[config.mk]
export PLATFORM = sky130hd
export DESIGN_NAME = mcg_clock_gen
export DESIGN_NICKNAME = d
export VERILOG_FILES = /design/src/verilog/mcg_pkg.sv /design/src/verilog/mcg_clock_gen.sv
export SDC_FILE = /design/constraint.sdc
export NUM_CORES = 1
export LEC_CHECK = 0
export BUFFER_PORTS_ARGS = -buffer_cell sky130_fd_sc_hd__buf_2
export CORE_UTILIZATION = 45
export CTS_CLUSTER_DIAMETER = 30
export DETAILED_ROUTE_END_ITERATION = 16
export PLACE_DENSITY = 0.68
export RECOVER_POWER = 100
export SLEW_MARGIN = 30
export SYNTH_ARGS = -nofsm -noshare
export SYNTH_HDL_FRONTEND = slang
export SYNTH_SLANG_ARGS = --single-unit
[constraint.sdc]
create_clock -name clk -period 3.1 [get_ports clk]
set_input_delay 0.155 -clock clk [delete_from_list [all_inputs] [get_ports clk]]
set_output_delay 0.155 -clock clk [all_outputs]
set_load 0.1 [all_outputs]
[src/verilog/mcg_pkg.sv]
/*
 Constants for the clock generation block: register addresses, field
 positions, reset values, oscillator source codes and nominal rates.
 Assumes an 8-bit special function register port on the core side.
*/
package mcg_pkg;

   // ****************************************
   // Register addresses
   // ****************************************
   localparam logic [7:0] MCG_ADDR_DIVIDER = 8'h95;
   localparam logic [7:0] MCG_ADDR_TUNE = 8'h96;
   localparam logic [7:0] MCG_ADDR_AUX = 8'ha2;

   // ****************************************
   // Field positions and reset values
   // ****************************************
   localparam int MCG_TUNE_W = 6;
   localparam int MCG_TUNE_CLKOUT_BIT = 6;
   localparam int MCG_AUX_LOWPWR_BIT = 7;
   localparam logic [7:0] MCG_DIVIDER_RESET = 8'h00;
   localparam logic MCG_LOWPWR_RESET = 1'b0;
   localparam logic MCG_CLKOUT_RESET = 1'b0;
   localparam logic [7:0] MCG_UNMAPPED_READ = 8'h00;

   // ****************************************
   // Oscillator source selection codes
   // ****************************************
   typedef enum logic [2:0] {
      MCG_SRC_RC = 3'h0,
      MCG_SRC_WDOG = 3'h1,
      MCG_SRC_XTAL_LOW = 3'h2,
      MCG_SRC_XTAL_MED = 3'h3,
      MCG_SRC_XTAL_HIGH = 3'h4,
      MCG_SRC_EXTERNAL = 3'h5
   } mcg_src_type;

   // ****************************************
   // Clock output sequencer states, gray along the cycle except the step from LOW back to IDLE
   // ****************************************
   typedef enum logic [1:0] {
      MCG_CKO_IDLE = 2'b00,
      MCG_CKO_HIGH = 2'b01,
      MCG_CKO_LOW = 2'b11
   } mcg_cko_type;

   // ****************************************
   // Nominal rates and fixed ratios
   // ****************************************
   localparam int MCG_RC_NOMINAL_KHZ = 7373;
   localparam int MCG_WDOG_NOMINAL_KHZ = 400;
   localparam int MCG_CPU_PER_MACHINE = 2;
   localparam int MCG_CPU_PER_PERIPH = 2;
   localparam int MCG_DIV_CNT_W = 9;

endpackage : mcg_pkg

[src/verilog/mcg_clock_gen.sv]
/*
 Clock generation for a small 8-bit controller: source select, divide-by-M
 CPU clock, peripheral and machine cycle ticks, clock output pin and the
 RC tune register.
 Assumes oscillator inputs are slow against clk and sampled here; derived
 clocks leave as one-cycle enable ticks on clk, not as gated clocks.
*/
// Contract
// - Machine cycle equals two CPU clocks
// - Selected oscillator feeds divider, gives CPU clock
// - Peripheral clock is CPU clock over two
// - RC oscillator nominal 7.373 MHz is selectable
// - Source chosen by nonvolatile configuration bits
// - Low power access bit resets to zero
// - Clock output only without crystal in use
// - Clock output runs at half CPU clock
// - Six-bit writable RC tune field
// - Only power-on reset loads tune value
// - Watchdog oscillator 400 kHz is selectable
// - External clock on crystal input pin
// - Divider register at 95H, resets to 00
`timescale 1ns/10ps
`default_nettype none

module mcg_clock_gen #(
   parameter logic [5:0] TUNE_FACTORY = 6'h20
) (
   input wire logic clk,
   input wire logic rst,
   input wire logic por_rst,
   input wire mcg_pkg::mcg_src_type osc_source_cfg,
   input wire logic rtc_uses_crystal,
   input wire logic rc_osc_clock,
   input wire logic wdog_osc_clock,
   input wire logic crystal_input_pin,
   input wire logic [7:0] sfr_addr,
   input wire logic sfr_wr,
   input wire logic sfr_rd,
   input wire logic [7:0] sfr_wdata,
   output logic [7:0] sfr_rdata,
   output logic sfr_hit,
   output logic selected_osc_clock,
   output logic cpu_core_clock,
   output logic periph_clock,
   output logic machine_cycle,
   output logic [5:0] rc_tune,
   output logic low_power_clock_access,
   output logic crystal_osc_enable,
   output logic crystal_output_pin_out,
   output logic crystal_output_pin_oe
);
   import mcg_pkg::*;

   // ****************************************
   // Functions
   // ****************************************
   function automatic logic rise(input logic now, input logic was);
      rise = now & ~was;
   endfunction : rise

   function automatic logic crystal_mode(input mcg_src_type s);
      crystal_mode = (s == MCG_SRC_XTAL_LOW) || (s == MCG_SRC_XTAL_MED) ||
                     (s == MCG_SRC_XTAL_HIGH);
   endfunction : crystal_mode

   // ****************************************
   // Resets
   // ****************************************
   // Power-on also clears the ordinary registers
   wire logic any_rst;
   assign any_rst = rst | por_rst;

   // ****************************************
   // Source selection
   // ****************************************
   // Configuration picks source
   wire logic raw_osc;
   assign raw_osc = (osc_source_cfg == MCG_SRC_RC) ? rc_osc_clock :
                    (osc_source_cfg == MCG_SRC_WDOG) ? wdog_osc_clock :
                    crystal_input_pin;
   assign crystal_osc_enable = crystal_mode(osc_source_cfg);

   // ****************************************
   // Oscillator synchroniser and edge detect
   // ****************************************
   // Source may switch only with configuration, so one sync chain suffices
   logic osc_meta;
   logic osc_sync;
   logic osc_prev;
   always_ff @(posedge clk or posedge any_rst) begin
      if (any_rst) begin
         osc_meta <= 1'b0;
         osc_sync <= 1'b0;
         osc_prev <= 1'b0;
      end else begin
         osc_meta <= raw_osc;
         osc_sync <= osc_meta;
         osc_prev <= osc_sync;
      end
   end

   wire logic osc_tick;
   assign osc_tick = rise(osc_sync, osc_prev);
   assign selected_osc_clock = osc_tick;

   // ****************************************
   // Register decode
   // ****************************************
   wire logic sel_div;
   wire logic sel_tune;
   wire logic sel_aux;
   assign sel_div = (sfr_addr == MCG_ADDR_DIVIDER);
   assign sel_tune = (sfr_addr == MCG_ADDR_TUNE);
   assign sel_aux = (sfr_addr == MCG_ADDR_AUX);
   assign sfr_hit = sel_div | sel_tune | sel_aux;

   // ****************************************
   // Divider register
   // ****************************************
   logic [7:0] clock_divider_register;
   always_ff @(posedge clk or posedge any_rst) begin
      if (any_rst) begin
         clock_divider_register <= MCG_DIVIDER_RESET;
      end else if (sfr_wr && sel_div) begin
         clock_divider_register <= sfr_wdata;
      end
   end

   // ****************************************
   // Tune register, power-on reset only
   // ****************************************
   logic [5:0] tune;
   logic clock_out_enable;
   always_ff @(posedge clk or posedge por_rst) begin
      if (por_rst) begin
         tune <= TUNE_FACTORY;
         clock_out_enable <= MCG_CLKOUT_RESET;
      end else if (sfr_wr && sel_tune) begin
         tune <= sfr_wdata[MCG_TUNE_W-1:0];
         clock_out_enable <= sfr_wdata[MCG_TUNE_CLKOUT_BIT];
      end
   end
   assign rc_tune = tune;

   // ****************************************
   // Auxiliary register, low power access bit
   // ****************************************
   logic lowpwr;
   always_ff @(posedge clk or posedge any_rst) begin
      if (any_rst) begin
         lowpwr <= MCG_LOWPWR_RESET;
      end else if (sfr_wr && sel_aux) begin
         lowpwr <= sfr_wdata[MCG_AUX_LOWPWR_BIT];
      end
   end
   // Only a hint to the memory timing; no check against the real rate
   assign low_power_clock_access = lowpwr;

   // ****************************************
   // Read data
   // ****************************************
   logic [7:0] next_rdata;
   always_comb begin
      next_rdata = MCG_UNMAPPED_READ;
      if (sel_div) begin
         next_rdata = clock_divider_register;
      end else if (sel_tune) begin
         next_rdata[MCG_TUNE_W-1:0] = tune;
         next_rdata[MCG_TUNE_CLKOUT_BIT] = clock_out_enable;
      end else if (sel_aux) begin
         next_rdata[MCG_AUX_LOWPWR_BIT] = lowpwr;
      end
   end

   always_ff @(posedge clk or posedge any_rst) begin
      if (any_rst) begin
         sfr_rdata <= MCG_UNMAPPED_READ;
      end else if (sfr_rd) begin
         sfr_rdata <= next_rdata;
      end
   end

   // ****************************************
   // Divide-by-M CPU clock
   // ****************************************
   // CPU clock is the oscillator over 2*M; M of zero passes it straight
   logic [MCG_DIV_CNT_W-1:0] div_cnt;
   wire logic [MCG_DIV_CNT_W-1:0] div_last;
   wire logic div_bypass;
   wire logic div_wrap;
   wire logic cpu_tick;
   assign div_last = MCG_DIV_CNT_W'({clock_divider_register, 1'b0} - 9'h001);
   assign div_bypass = (clock_divider_register == 8'h00);
   assign div_wrap = (div_cnt >= div_last);
   assign cpu_tick = osc_tick & (div_bypass | div_wrap);

   always_ff @(posedge clk or posedge any_rst) begin
      if (any_rst) begin
         div_cnt <= '0;
      end else if (osc_tick) begin
         div_cnt <= (div_bypass || div_wrap) ? '0 : div_cnt + 9'h001;
      end
   end
   assign cpu_core_clock = cpu_tick;

   // ****************************************
   // Peripheral clock and machine cycle
   // ****************************************
   logic cpu_phase;
   always_ff @(posedge clk or posedge any_rst) begin
      if (any_rst) begin
         cpu_phase <= 1'b0;
      end else if (cpu_tick) begin
         cpu_phase <= ~cpu_phase;
      end
   end
   // Peripheral tick every second CPU clock
   assign periph_clock = cpu_tick & cpu_phase;
   // Machine cycle is two CPU clocks
   assign machine_cycle = cpu_tick & cpu_phase;

   // ****************************************
   // Clock output pin
   // ****************************************
   // Output needs crystal unused
   wire logic cko_allowed;
   wire logic cko_request;
   assign cko_allowed = ~crystal_mode(osc_source_cfg) & ~rtc_uses_crystal;
   assign cko_request = cko_allowed & clock_out_enable;

   mcg_cko_type cko_state;
   mcg_cko_type next_cko_state;
   // Start and stop on CPU edges; a blocked output parks at once
   always_comb begin
      next_cko_state = cko_state;
      case (cko_state)
         MCG_CKO_IDLE: begin
            if (cpu_tick && cko_request) begin
               next_cko_state = MCG_CKO_HIGH;
            end
         end
         MCG_CKO_HIGH: begin
            if (cpu_tick) begin
               next_cko_state = MCG_CKO_LOW;
            end
         end
         MCG_CKO_LOW: begin
            if (cpu_tick) begin
               next_cko_state = cko_request ? MCG_CKO_HIGH : MCG_CKO_IDLE;
            end
         end
         default: begin
            next_cko_state = MCG_CKO_IDLE;
         end
      endcase
      // Park when blocked
      // Parking at once keeps the pin from toggling while released
      if (!cko_allowed) begin
         next_cko_state = MCG_CKO_IDLE;
      end
   end

   always_ff @(posedge clk or posedge any_rst) begin
      if (any_rst) begin
         cko_state <= MCG_CKO_IDLE;
      end else begin
         cko_state <= next_cko_state;
      end
   end

   always_ff @(posedge clk or posedge any_rst) begin
      if (any_rst) begin
         crystal_output_pin_out <= 1'b0;
      end else begin
         crystal_output_pin_out <= (next_cko_state == MCG_CKO_HIGH);
      end
   end

   always_ff @(posedge clk or posedge any_rst) begin
      if (any_rst) begin
         crystal_output_pin_oe <= 1'b0;
      end else begin
         crystal_output_pin_oe <= cko_allowed &
                                  (next_cko_state != MCG_CKO_IDLE);
      end
   end

endmodule : mcg_clock_gen

`default_nettype wire

==> flow_summary.json, run 1 <==
{
  "cts.clk_slew.worst_paths_ns": 0.08,
  "syn-instance-count": 205,
  "route.vias.total": 1694,
  "design.die.area_mm2": 0.00522,
  "syn_nets": 243,
  "port_buffers": 50,
  "finalSetupViolCount": 0,
  "p_per_area_mw_per_mm2": 470,
  "antennaDiodeCount": 0,
  "cts_tree": "done",
  "seqPwrFrac_pct": 47.5,
  "worstMarginPinSlew_ns": 1.29,
  "vdd_drop_max_mv": 0.279,
  "fin_hold_ws_ns": 0.102,
  "layout_common_cells": "39 x dfrtp_1, 25 x buf_2, 23 x clkbuf_1",
  "grt_pass1_wl_mm": 7.30,
  "hold_viol_final": 0,
  "grtUsageTotal_pct": 18.3,
  "fmax_mhz": 347,
  "grt_max_degree": 20,
  "start_util_pct": 47.0,
  "syn_area_mm2": 0.00222,
  "nFillCells": 442,
  "wl_per_cell_um": 13.5,
  "endpoint_kind": "output port",
  "ys_ff_latch": 41,
  "period_minus_slack_ns": 2.88,
  "coreArea_mm2": 0.00472,
  "avgSynthCellArea_um2": 10.8,
  "drcViolationCount": 0,
  "crit_fanout": 6,
  "antenna_left": 0,
  "antenna_found_initial": 0,
  "switching_share_pct": 33.9,
  "fin_total_pwr_uw": 1250,
  "dpl.hpwl_mm": 3.44,
  "multi_input_area_mm2": 0.00111,
  "cts_root_buffer": "clkbuf_8",
  "dp_slack_ns": 0.348,
  "critPathLaunchType": "flip-flop",
  "ioPinCount": 51,
  "synth-edff-count": 0,
  "skew_ns": 0.00805,
  "clock_path_buffers": 2,
  "die_w_um": 72.3,
  "path_class": "flip-flop to output port",
  "setup_tns_ns": 0,
  "pwr-share-clk_pct": 27.2,
  "grt_overflow": 0,
  "fin_ws_ns": 0.219,
  "cts_buffers": 5,
  "synth_cell_types": 45,
  "arrival_ns": 2.73,
  "synth.yosys.seq_area_share_pct": 46.3,
  "htree_levels": 2,
  "place_congestion": 0.790,
  "min_path_type": "input port to flip-flop",
  "num_rows": 25,
  "layout_commonest_cell": "dfrtp_1",
  "slew_headroom_pct": 13.4,
  "fin_crit_sh_pct": 92.9,
  "final_layout_size_suffix_gt1_share_pct": 26.0,
  "rsz0062_at_grt": "false",
  "clock-sinks": 41,
  "seq_area_mm2": 0.00103,
  "drt-initial-drc-count": 43,
  "crit_required_ns": 2.94,
  "status": "finished, final reports clean",
  "async_flop_share_pct": 100,
  "nets": 302,
  "final_max_slew_viol_count": 0,
  "drt-total-wl_mm": 4.50,
  "yosys_most_used_dff": "dfrtp_1",
  "p_leak_uw": 0.00127,
  "first_pass_iters": 4,
  "ys_warn_count": 0,
  "clock_latency_ns": 0.29,
  "drt-vias-per-instance": 5.10,
  "dieHeight_um": 72.3,
  "combPwrFrac_pct": 25.2,
  "intPower_uw": 826,
  "cap_violations": 0,
  "switching_power_uw": 424,
  "area_delta_synth_final_pct": 19.8,
  "grt_pass1_vias": 1618
}
## per-stage QoR
step,area (µm²),util [%],cells
floorplan,2220,-,205
global placement,2570,54.4,318
detailed placement,2600,55.0,319
CTS,2710,57.3,329
global route,2660,56.3,332
finish,2660,56.3,332
## state kept, by name (all words and copies together), names as in the netlist, 2 cells and up
signal	count
sfr_rdata	8
rc_tune	6
clock_divider_register	8
cko_state	2
div_cnt	9
## layout make-up
type / instances / share of cell area (%)
well taps: 67 / 3.15
repair buffers: 56 / 11.3
clock inverters: 3 / 0.658
clock buffers: 5 / 2.59
multi-input cells: 148 / 41.8
inverters: 12 / 1.79
flip-flops and latches: 41 / 38.6
## path summary, 6_finish.rpt
check	start	depth (start not counted)	slack (ns)	end
min reg2reg	osc_meta$_DFF_PP0_	0	0.35	osc_sync$_DFF_PP0_
max	clock_divider_register[2]$_DFFE_PP0P_	12	0.22	machine_cycle
min	sfr_wdata[7]	2	0.10	low_power_clock_access$_DFFE_PP0P_
max reg2reg	clock_divider_register[2]$_DFFE_PP0P_	11	0.66	crystal_output_pin_out$_DFF_PP0_
min in group asynchronous	por_rst	3	0.34	rc_tune[2]$_DFFE_PP0P_
max in group asynchronous	por_rst	4	0.65	clock_divider_register[2]$_DFFE_PP0P_
## kinds of logic after synthesis
kind of cell	after synthesis	synth area share, %
multiplexers	25	12.2
adder cells (fa/ha/maj)	10	5.63
AO/OA/AOI/OAI	34	11.1
flip-flops	41	46.3
buffers and inverters	16	3.21
AND/OR/NAND/NOR	65	16.1
XOR/XNOR	14	5.52
## Yosys cell counts, types with 3 or more instances
| library cell | count | area [µm²] |
|---|---|---|
| nor2b_1 | 3 | 18.8 |
| nand4_1 | 3 | 18.8 |
| a21o_1 | 3 | 22.5 |
| nand3b_1 | 3 | 22.5 |
| xor2_1 | 7 | 61.3 |
| a21oi_1 | 9 | 45.0 |
| xnor2_1 | 7 | 61.3 |
| nor2_1 | 19 | 71.3 |
| nand2_1 | 14 | 52.6 |
| and3_1 | 4 | 25.0 |
| inv_1 | 11 | 41.3 |
| ha_1 | 10 | 125 |
| mux2_2 | 16 | 180 |
| o22ai_1 | 9 | 56.3 |
| nand3_1 | 3 | 15.0 |
| nand2b_1 | 3 | 18.8 |
| dfrtp_1 | 40 | 1000 |
| mux2i_1 | 9 | 90.1 |
## what timing repair did
action	in CTS	in global routing
gates cloned	0	0
hold buffers	2	0
buffers inserted	0	3
hold endpoints to repair	21	0
pin swaps	0	0
resized for setup	1	5
endpoints found under the setup margin	1	3
## power groups by stage
stage               combinational [µW]  sequential [µW]  clock, µW
floorplan                          196              636          0
finish                             316              594        340
CTS                                319              593        354
detailed placement                 316              603          0
global route                       339              599        378
global placement                   306              604          0
## critical path, stage by stage, from the launching register on
cell     delay, ns
dfrtp_2       0.46
nor3_4        0.24
nand3_1       0.15
nor3_2        0.14
xnor2_1       0.08
ha_1          0.31
nand2_1       0.13
nor2_2        0.15
o31a_1        0.23
o21ai_4       0.10
inv_4         0.09
and2_4        0.17
buf_12        0.17
## per-layer routing
metal  wire length, µm  part of all wire (%)  up-vias  global-route usage [%]
li1                  -                     -      843                       -
met4                61                   1.4        0                    9.15
met5                 0                     0        -                       0
met1              2060                    46      813                    22.8
met3               138                   3.1        4                    3.33
met2              2240                    50       34                    30.5
Note: power is estimated with default switching activity, not from simulation.
==> inputs of run 2 (changes only) <==
--- a/config.mk
+++ b/config.mk
@@ -6,10 +6,11 @@
 export NUM_CORES = 1
 export LEC_CHECK = 0
 export BUFFER_PORTS_ARGS = -buffer_cell sky130_fd_sc_hd__buf_2
+export CORE_MARGIN = 3
 export CORE_UTILIZATION = 45
 export CTS_CLUSTER_DIAMETER = 30
 export DETAILED_ROUTE_END_ITERATION = 16
-export PLACE_DENSITY = 0.68
+export PLACE_DENSITY = 0.71
 export RECOVER_POWER = 100
 export SLEW_MARGIN = 30
 export SYNTH_ARGS = -nofsm -noshare
==> constraint.sdc (replaced) <==
create_clock -name clk -period 2.4 [get_ports clk]
set_input_delay 0.12 -clock clk [delete_from_list [all_inputs] [get_ports clk]]
set_output_delay 0.12 -clock clk [all_outputs]
set_load 0.1 [all_outputs]
==> run 2 against run 1 <==
Compared with the run above:
- the flow now finishes with violations (capacitance limit, slew limit, setup timing)
- via count increased by 7.3%
- clock-buffer cell count unchanged
- wire length increased by 14%
==> flow_summary.json, run 2 (same netlist as run 1, synthesis figures left out) <==
{
  "skew_ns": 0.00791,
  "drt-total-wl_mm": 5.14,
  "reg2reg_from": "clock_divider_register[0]$_DFFE_PP0P_",
  "top_regs": "div_cnt x9, clock_divider_register x8, sfr_rdata x8",
  "first_pass_iters": 4,
  "htree_levels": 2,
  "ioPinCount": 51,
  "clock_path_buffers": 2,
  "largest_reg_flops": 9,
  "p_leak_uw": 0.00141,
  "grt_pass1_vias": 1826,
  "seq_area_mm2": 0.00103,
  "crit_fanout": 3,
  "antenna_found_initial": 0,
  "clock-sinks": 41,
  "violations": "capacitance limit, slew limit, setup timing",
  "cts_tree": "done",
  "nFillCells": 377,
  "grtUsageTotal_pct": 17.4,
  "arrival_ns": 2.56,
  "cts.clk_slew.worst_paths_ns": 0.09,
  "grt_pass1_wl_mm": 8.30,
  "cts_root_buffer": "clkbuf_8",
  "worstHoldPathCells": 2,
  "period_minus_slack_ns": 2.68,
  "cap_violations": 1,
  "regMostFlops": "div_cnt",
  "fin_hold_ws_ns": 0.0694,
  "clock_latency_ns": 0.29,
  "drt-initial-drc-count": 45,
  "coreArea_mm2": 0.00456,
  "layout_commonest_cell": "dfrtp_1",
  "p_per_area_mw_per_mm2": 580,
  "grt_overflow": 0,
  "layout_common_cells": "40 x dfrtp_1, 26 x buf_2, 22 x buf_4",
  "hold_viol_final": 0,
  "die_w_um": 76.3,
  "critPathLaunchType": "flip-flop",
  "start_util_pct": 48.7,
  "hp-start": "sfr_wdata[3]",
  "nets": 323,
  "worstMarginPinSlew_ns": 1.60,
  "drcViolationCount": 0,
  "multi_input_area_mm2": 0.00119,
  "wl_per_cell_um": 14.6,
  "fin_crit_sh_pct": 112,
  "min_to": "rc_tune[3]$_DFFE_PP0P_",
  "fin_ws_ns": -0.284,
  "dp_slack_ns": -0.107,
  "vdd_drop_max_mv": 0.361,
  "dieHeight_um": 76.3,
  "finalSetupViolCount": 7,
  "antennaDiodeCount": 0,
  "post-place-cells": 327,
  "antenna_left": 0,
  "timing.rr.end": "div_cnt[2]$_DFFE_PP0P_",
  "dpl.hpwl_mm": 3.62,
  "crit_required_ns": 2.28,
  "stdcell_count": 351,
  "area_delta_synth_final_pct": 31.8,
  "design.die.area_mm2": 0.00581,
  "final_max_slew_viol_count": 20,
  "fmax_mhz": 373,
  "place_congestion": 0.860,
  "slew_headroom_pct": -7.14,
  "port_buffers": 50,
  "final_layout_size_suffix_gt1_share_pct": 37.8,
  "setup_tns_ns": -0.958,
  "status": "finished with violations",
  "cts_buffers": 5,
  "route.vias.total": 1817,
  "ff2ff_setup_slack_ns": -0.09,
  "path_class": "flip-flop to output port",
  "drt-vias-per-instance": 5.18,
  "finish.utilization_pct": 64.1,
  "min_path_type": "input port to flip-flop",
  "reg2reg_depth": 12,
  "grt_max_degree": 35,
  "endpoint_kind": "output port",
  "num_rows": 24,
  "rsz0062_at_grt": "true"
}
run 2: cell count changes in the layout (fill, tap and decap cells not counted), sizes merged:
cell    previous run  this run
clkbuf            29        27
buf               30        53
run 2: per-stage QoR:
| stage | area (µm²) | power [µW] |
|---|---|---|
| after global routing | 2930 | 1780 |
| after global placement | 2640 | 1180 |
| final | 2930 | 1700 |
| after detailed placement | 2640 | 1190 |
| after CTS | 2900 | 1690 |
| after floorplan | 2250 | 1090 |
run 2: area by class of cell:
type	count	share of cell area [%]
clock buffer	5	2.35
multi-input combinational	148	40.6
sequential	41	35.1
inverter	12	1.79
clock inverter	3	0.598
timing repair buffer	77	16.8
tap	65	2.78
run 2: per-layer routing:
metal | share of wire, % | GRT usage (%) | routed length (µm) | vias up
met3 | 4.4 | 4.37 | 226 | 7
met1 | 46 | 21.9 | 2360 | 877
met2 | 49 | 28.8 | 2510 | 54
met4 | 0.97 | 6.16 | 50 | 0
met5 | 0 | 0 | 0 | -
li1 | - | - | - | 879
run 2: where the power goes:
part           total [µW]  internal [µW]  switching [µW]
Combinational         491            188             302
Sequential            763            728            35.3
Clock                 444            201             243
Total                1700           1120             581
run 2: worst max-delay path by stage:
stage / to / cells after the start / from / slack, ns
2_1_floorplan: periph_clock / 12 / clock_divider_register[4]$_DFFE_PP0P_ / -0.26
3_3_place_gp: machine_cycle / 11 / clock_divider_register[4]$_DFFE_PP0P_ / -0.03
3_5_place_dp: machine_cycle / 12 / clock_divider_register[1]$_DFFE_PP0P_ / -0.11
4_1_cts: machine_cycle / 12 / clock_divider_register[4]$_DFFE_PP0P_ / -0.24
5_1_grt: periph_clock / 12 / clock_divider_register[4]$_DFFE_PP0P_ / -0.40
6_report: periph_clock / 12 / clock_divider_register[4]$_DFFE_PP0P_ / -0.28
run 2: repair_timing:
action                                  CTS  global route
setup buffers                            12             2
endpoints found under the hold margin     6            18
pin swaps                                11             4
cloned                                    0             0
endpoints found under the setup margin    4            15
hold buffers                              1             1
gates resized for setup                  23            16
run 2: critical path: stages, from the launching register on:
cell      delay (ns)
dfrtp_1         0.39
nor3_2          0.24
buf_4           0.15
nand3b_1        0.11
xor2_1          0.16
ha_1            0.29
nand2_2         0.08
nor2_2          0.10
o31a_1          0.22
o21ai_4         0.11
inv_8           0.07
and2_4          0.16
buf_12          0.17
==> inputs of run 3 (changes only) <==
--- a/config.mk
+++ b/config.mk
@@ -10,7 +10,7 @@
 export CORE_UTILIZATION = 45
 export CTS_CLUSTER_DIAMETER = 30
 export DETAILED_ROUTE_END_ITERATION = 16
-export PLACE_DENSITY = 0.71
+export PLACE_DENSITY = 0.68
 export RECOVER_POWER = 100
 export SLEW_MARGIN = 30
 export SYNTH_ARGS = -nofsm -noshare
==> constraint.sdc (replaced) <==
create_clock -name clk -period 3.4 [get_ports clk]
set_input_delay 0.17 -clock clk [delete_from_list [all_inputs] [get_ports clk]]
set_output_delay 0.17 -clock clk [all_outputs]
set_load 0.1 [all_outputs]
==> run 3 against run 2 <==
Compared with the run above:
- the flow now finishes without violations
- largest cell class unchanged
- critical path depth unchanged
- clock skew decreased by 0.0011 ns
- utilization decreased by 7.0 points
- global-route usage decreased by 0.96 points
- register-to-register slack improved by 1.0 ns
- critical endpoint is now machine_cycle
- via count decreased by 7.0%
- worst setup slack improved by 0.52 ns
- die area unchanged
- flip-flop and latch count unchanged
- combinational power decreased by 46%
- worst hold slack improved by 0.050 ns
==> flow_summary.json, run 3 (same netlist as run 1, synthesis figures left out) <==
{
  "ff2ff_setup_slack_ns": 0.95,
  "critPathLaunchType": "flip-flop",
  "crit_required_ns": 3.23,
  "worstMarginPinSlew_ns": 1.23,
  "reg2reg_from": "clock_divider_register[2]$_DFFE_PP0P_",
  "grt_pass1_wl_mm": 7.82,
  "nets": 299,
  "drcViolationCount": 0,
  "design.die.area_mm2": 0.00581,
  "cts_root_buffer": "clkbuf_8",
  "antenna_found_initial": 0,
  "post_cts_buffers": 0,
  "grt_overflow": 0,
  "dpl.hpwl_mm": 3.44,
  "endpoint_kind": "output port",
  "arrival_ns": 2.99,
  "seqPwrFrac_pct": 46.8,
  "hold_viol_final": 0,
  "route.vias.total": 1689,
  "die_w_um": 76.3,
  "cp_top_family": "simple AND/OR/NAND/NOR gates",
  "vdd_drop_max_mv": 0.251,
  "crit_chain": "nor3_4, nand3_1, nor3_1, xnor2_1, ha_1, nand2_1, nor2_1, o31a_1, o21ai_4, inv_4, and2_2, clkbuf_4",
  "period_minus_slack_ns": 3.16,
  "largest_reg_flops": 9,
  "crit_fanout": 9,
  "coreArea_mm2": 0.00456,
  "slew_headroom_pct": 18.3,
  "antennaDiodeCount": 0,
  "num_rows": 24,
  "cts_tree": "done",
  "nFillCells": 431,
  "finalSetupViolCount": 0,
  "path_class": "flip-flop to output port",
  "wl_per_cell_um": 13.7,
  "first_pass_iters": 4,
  "fin_ws_ns": 0.239,
  "fmax_mhz": 316,
  "start_util_pct": 48.7,
  "timing.rr.end": "crystal_output_pin_out$_DFF_PP0_",
  "p_per_area_mw_per_mm2": 443,
  "cap_violations": 0,
  "top_regs": "div_cnt x9, clock_divider_register x8, sfr_rdata x8",
  "clock_latency_ns": 0.29,
  "min_path_type": "input port to flip-flop",
  "clock-sinks": 41,
  "max_stage_delay_ns": 0.46,
  "fin_total_pwr_uw": 1160,
  "place_congestion": 0.824,
  "clock_path_buffers": 2,
  "cts.clk_slew.worst_paths_ns": 0.08,
  "grtUsageTotal_pct": 16.4,
  "antenna_left": 0,
  "grt_pass1_vias": 1688,
  "fin_crit_sh_pct": 93.0,
  "layout_commonest_cell": "dfrtp_1",
  "cts_buffers": 5,
  "layout_common_cells": "40 x dfrtp_1, 25 x buf_2, 23 x clkbuf_1",
  "min_to": "clock_divider_register[5]$_DFFE_PP0P_",
  "rsz0062_at_grt": "false",
  "reg2reg_depth": 10,
  "switching_share_pct": 32.6,
  "dp_slack_ns": 0.494,
  "finish.utilization_pct": 57.1,
  "drt-initial-drc-count": 48,
  "area_delta_synth_final_pct": 17.4,
  "drt-vias-per-instance": 5.17,
  "skew_ns": 0.00678,
  "combPwrFrac_pct": 23.1,
  "status": "finished, final reports clean",
  "htree_levels": 2,
  "dieHeight_um": 76.3,
  "port_buffers": 50,
  "switching_power_uw": 377,
  "crit_buf_inv": 2,
  "ioPinCount": 51,
  "pwr-share-clk_pct": 30.1,
  "setup_tns_ns": 0,
  "grt_max_degree": 35,
  "intPower_uw": 778,
  "regMostFlops": "div_cnt",
  "hp-start": "sfr_wdata[5]",
  "final_layout_size_suffix_gt1_share_pct": 23.7,
  "final_max_slew_viol_count": 0,
  "drt-total-wl_mm": 4.47,
  "p_leak_uw": 0.00125,
  "worstHoldPathCells": 2,
  "cp_slowest_cell": "dfrtp_1"
}
[run 3: changes by cell type in the layout (fill, tap and decap cells not counted), sizes merged]
cell | before | now
clkinvlp | 1 | 0
buf | 53 | 25
clkinv | 2 | 1
clkbuf | 27 | 33
[run 3: stage by stage]
| stage | instances | instance area (µm²) | hold WS [ns] |
|---|---|---|---|
| floorplan | 205 | 2220 | -0.0273 |
| detailed placement | 316 | 2540 | 0.158 |
| global route | 327 | 2610 | 0.111 |
| CTS | 325 | 2650 | 0.111 |
| global placement | 316 | 2540 | 0.154 |
| finish | 327 | 2610 | 0.120 |
[run 3: cell type report]
class                           instances  area (µm²)  area share (%)
Clock buffer                            7        96.3            3.69
Clock inverter                          1        5.00           0.192
Tap cell                               65        81.3            3.12
Sequential cell                        41        1030            39.4
Inverter                               12        47.5            1.82
Timing Repair Buffer                   53         251            9.64
Multi-Input combinational cell        148        1100            42.1
[run 3: repair_timing]
item / CTS / global route
hold buffers: 1 / 1
hold endpoints to repair: 6 / 12
endpoints found under the setup margin: 0 / 2
resized for setup: 0 / 4
[run 3: power by group through the flow]
stage	clock (µW)	combinational, µW	sequential [µW]
after floorplan	0	177	579
final	348	267	541
after CTS	361	270	540
after global routing	387	291	546
after detailed placement	0	268	548
after global placement	0	264	549
[run 3: worst max path at each step]
stage / cells past startpoint / from / endpoint
finish: 12 / clock_divider_register[2]$_DFFE_PP0P_ / machine_cycle
global route: 12 / clock_divider_register[2]$_DFFE_PP0P_ / machine_cycle
CTS: 12 / clock_divider_register[2]$_DFFE_PP0P_ / periph_clock
detailed placement: 12 / clock_divider_register[2]$_DFFE_PP0P_ / machine_cycle
global placement: 12 / clock_divider_register[2]$_DFFE_PP0P_ / periph_clock
floorplan: 12 / clock_divider_register[2]$_DFFE_PP0P_ / periph_clock
[run 3: layer usage]
metal	global-route usage [%]	part of all wire, %	up-vias
met2	26.8	50	47
met5	0	0	-
met3	3.43	4.8	4
met4	5.43	0.72	0
li1	-	-	833
met1	21.6	44	805
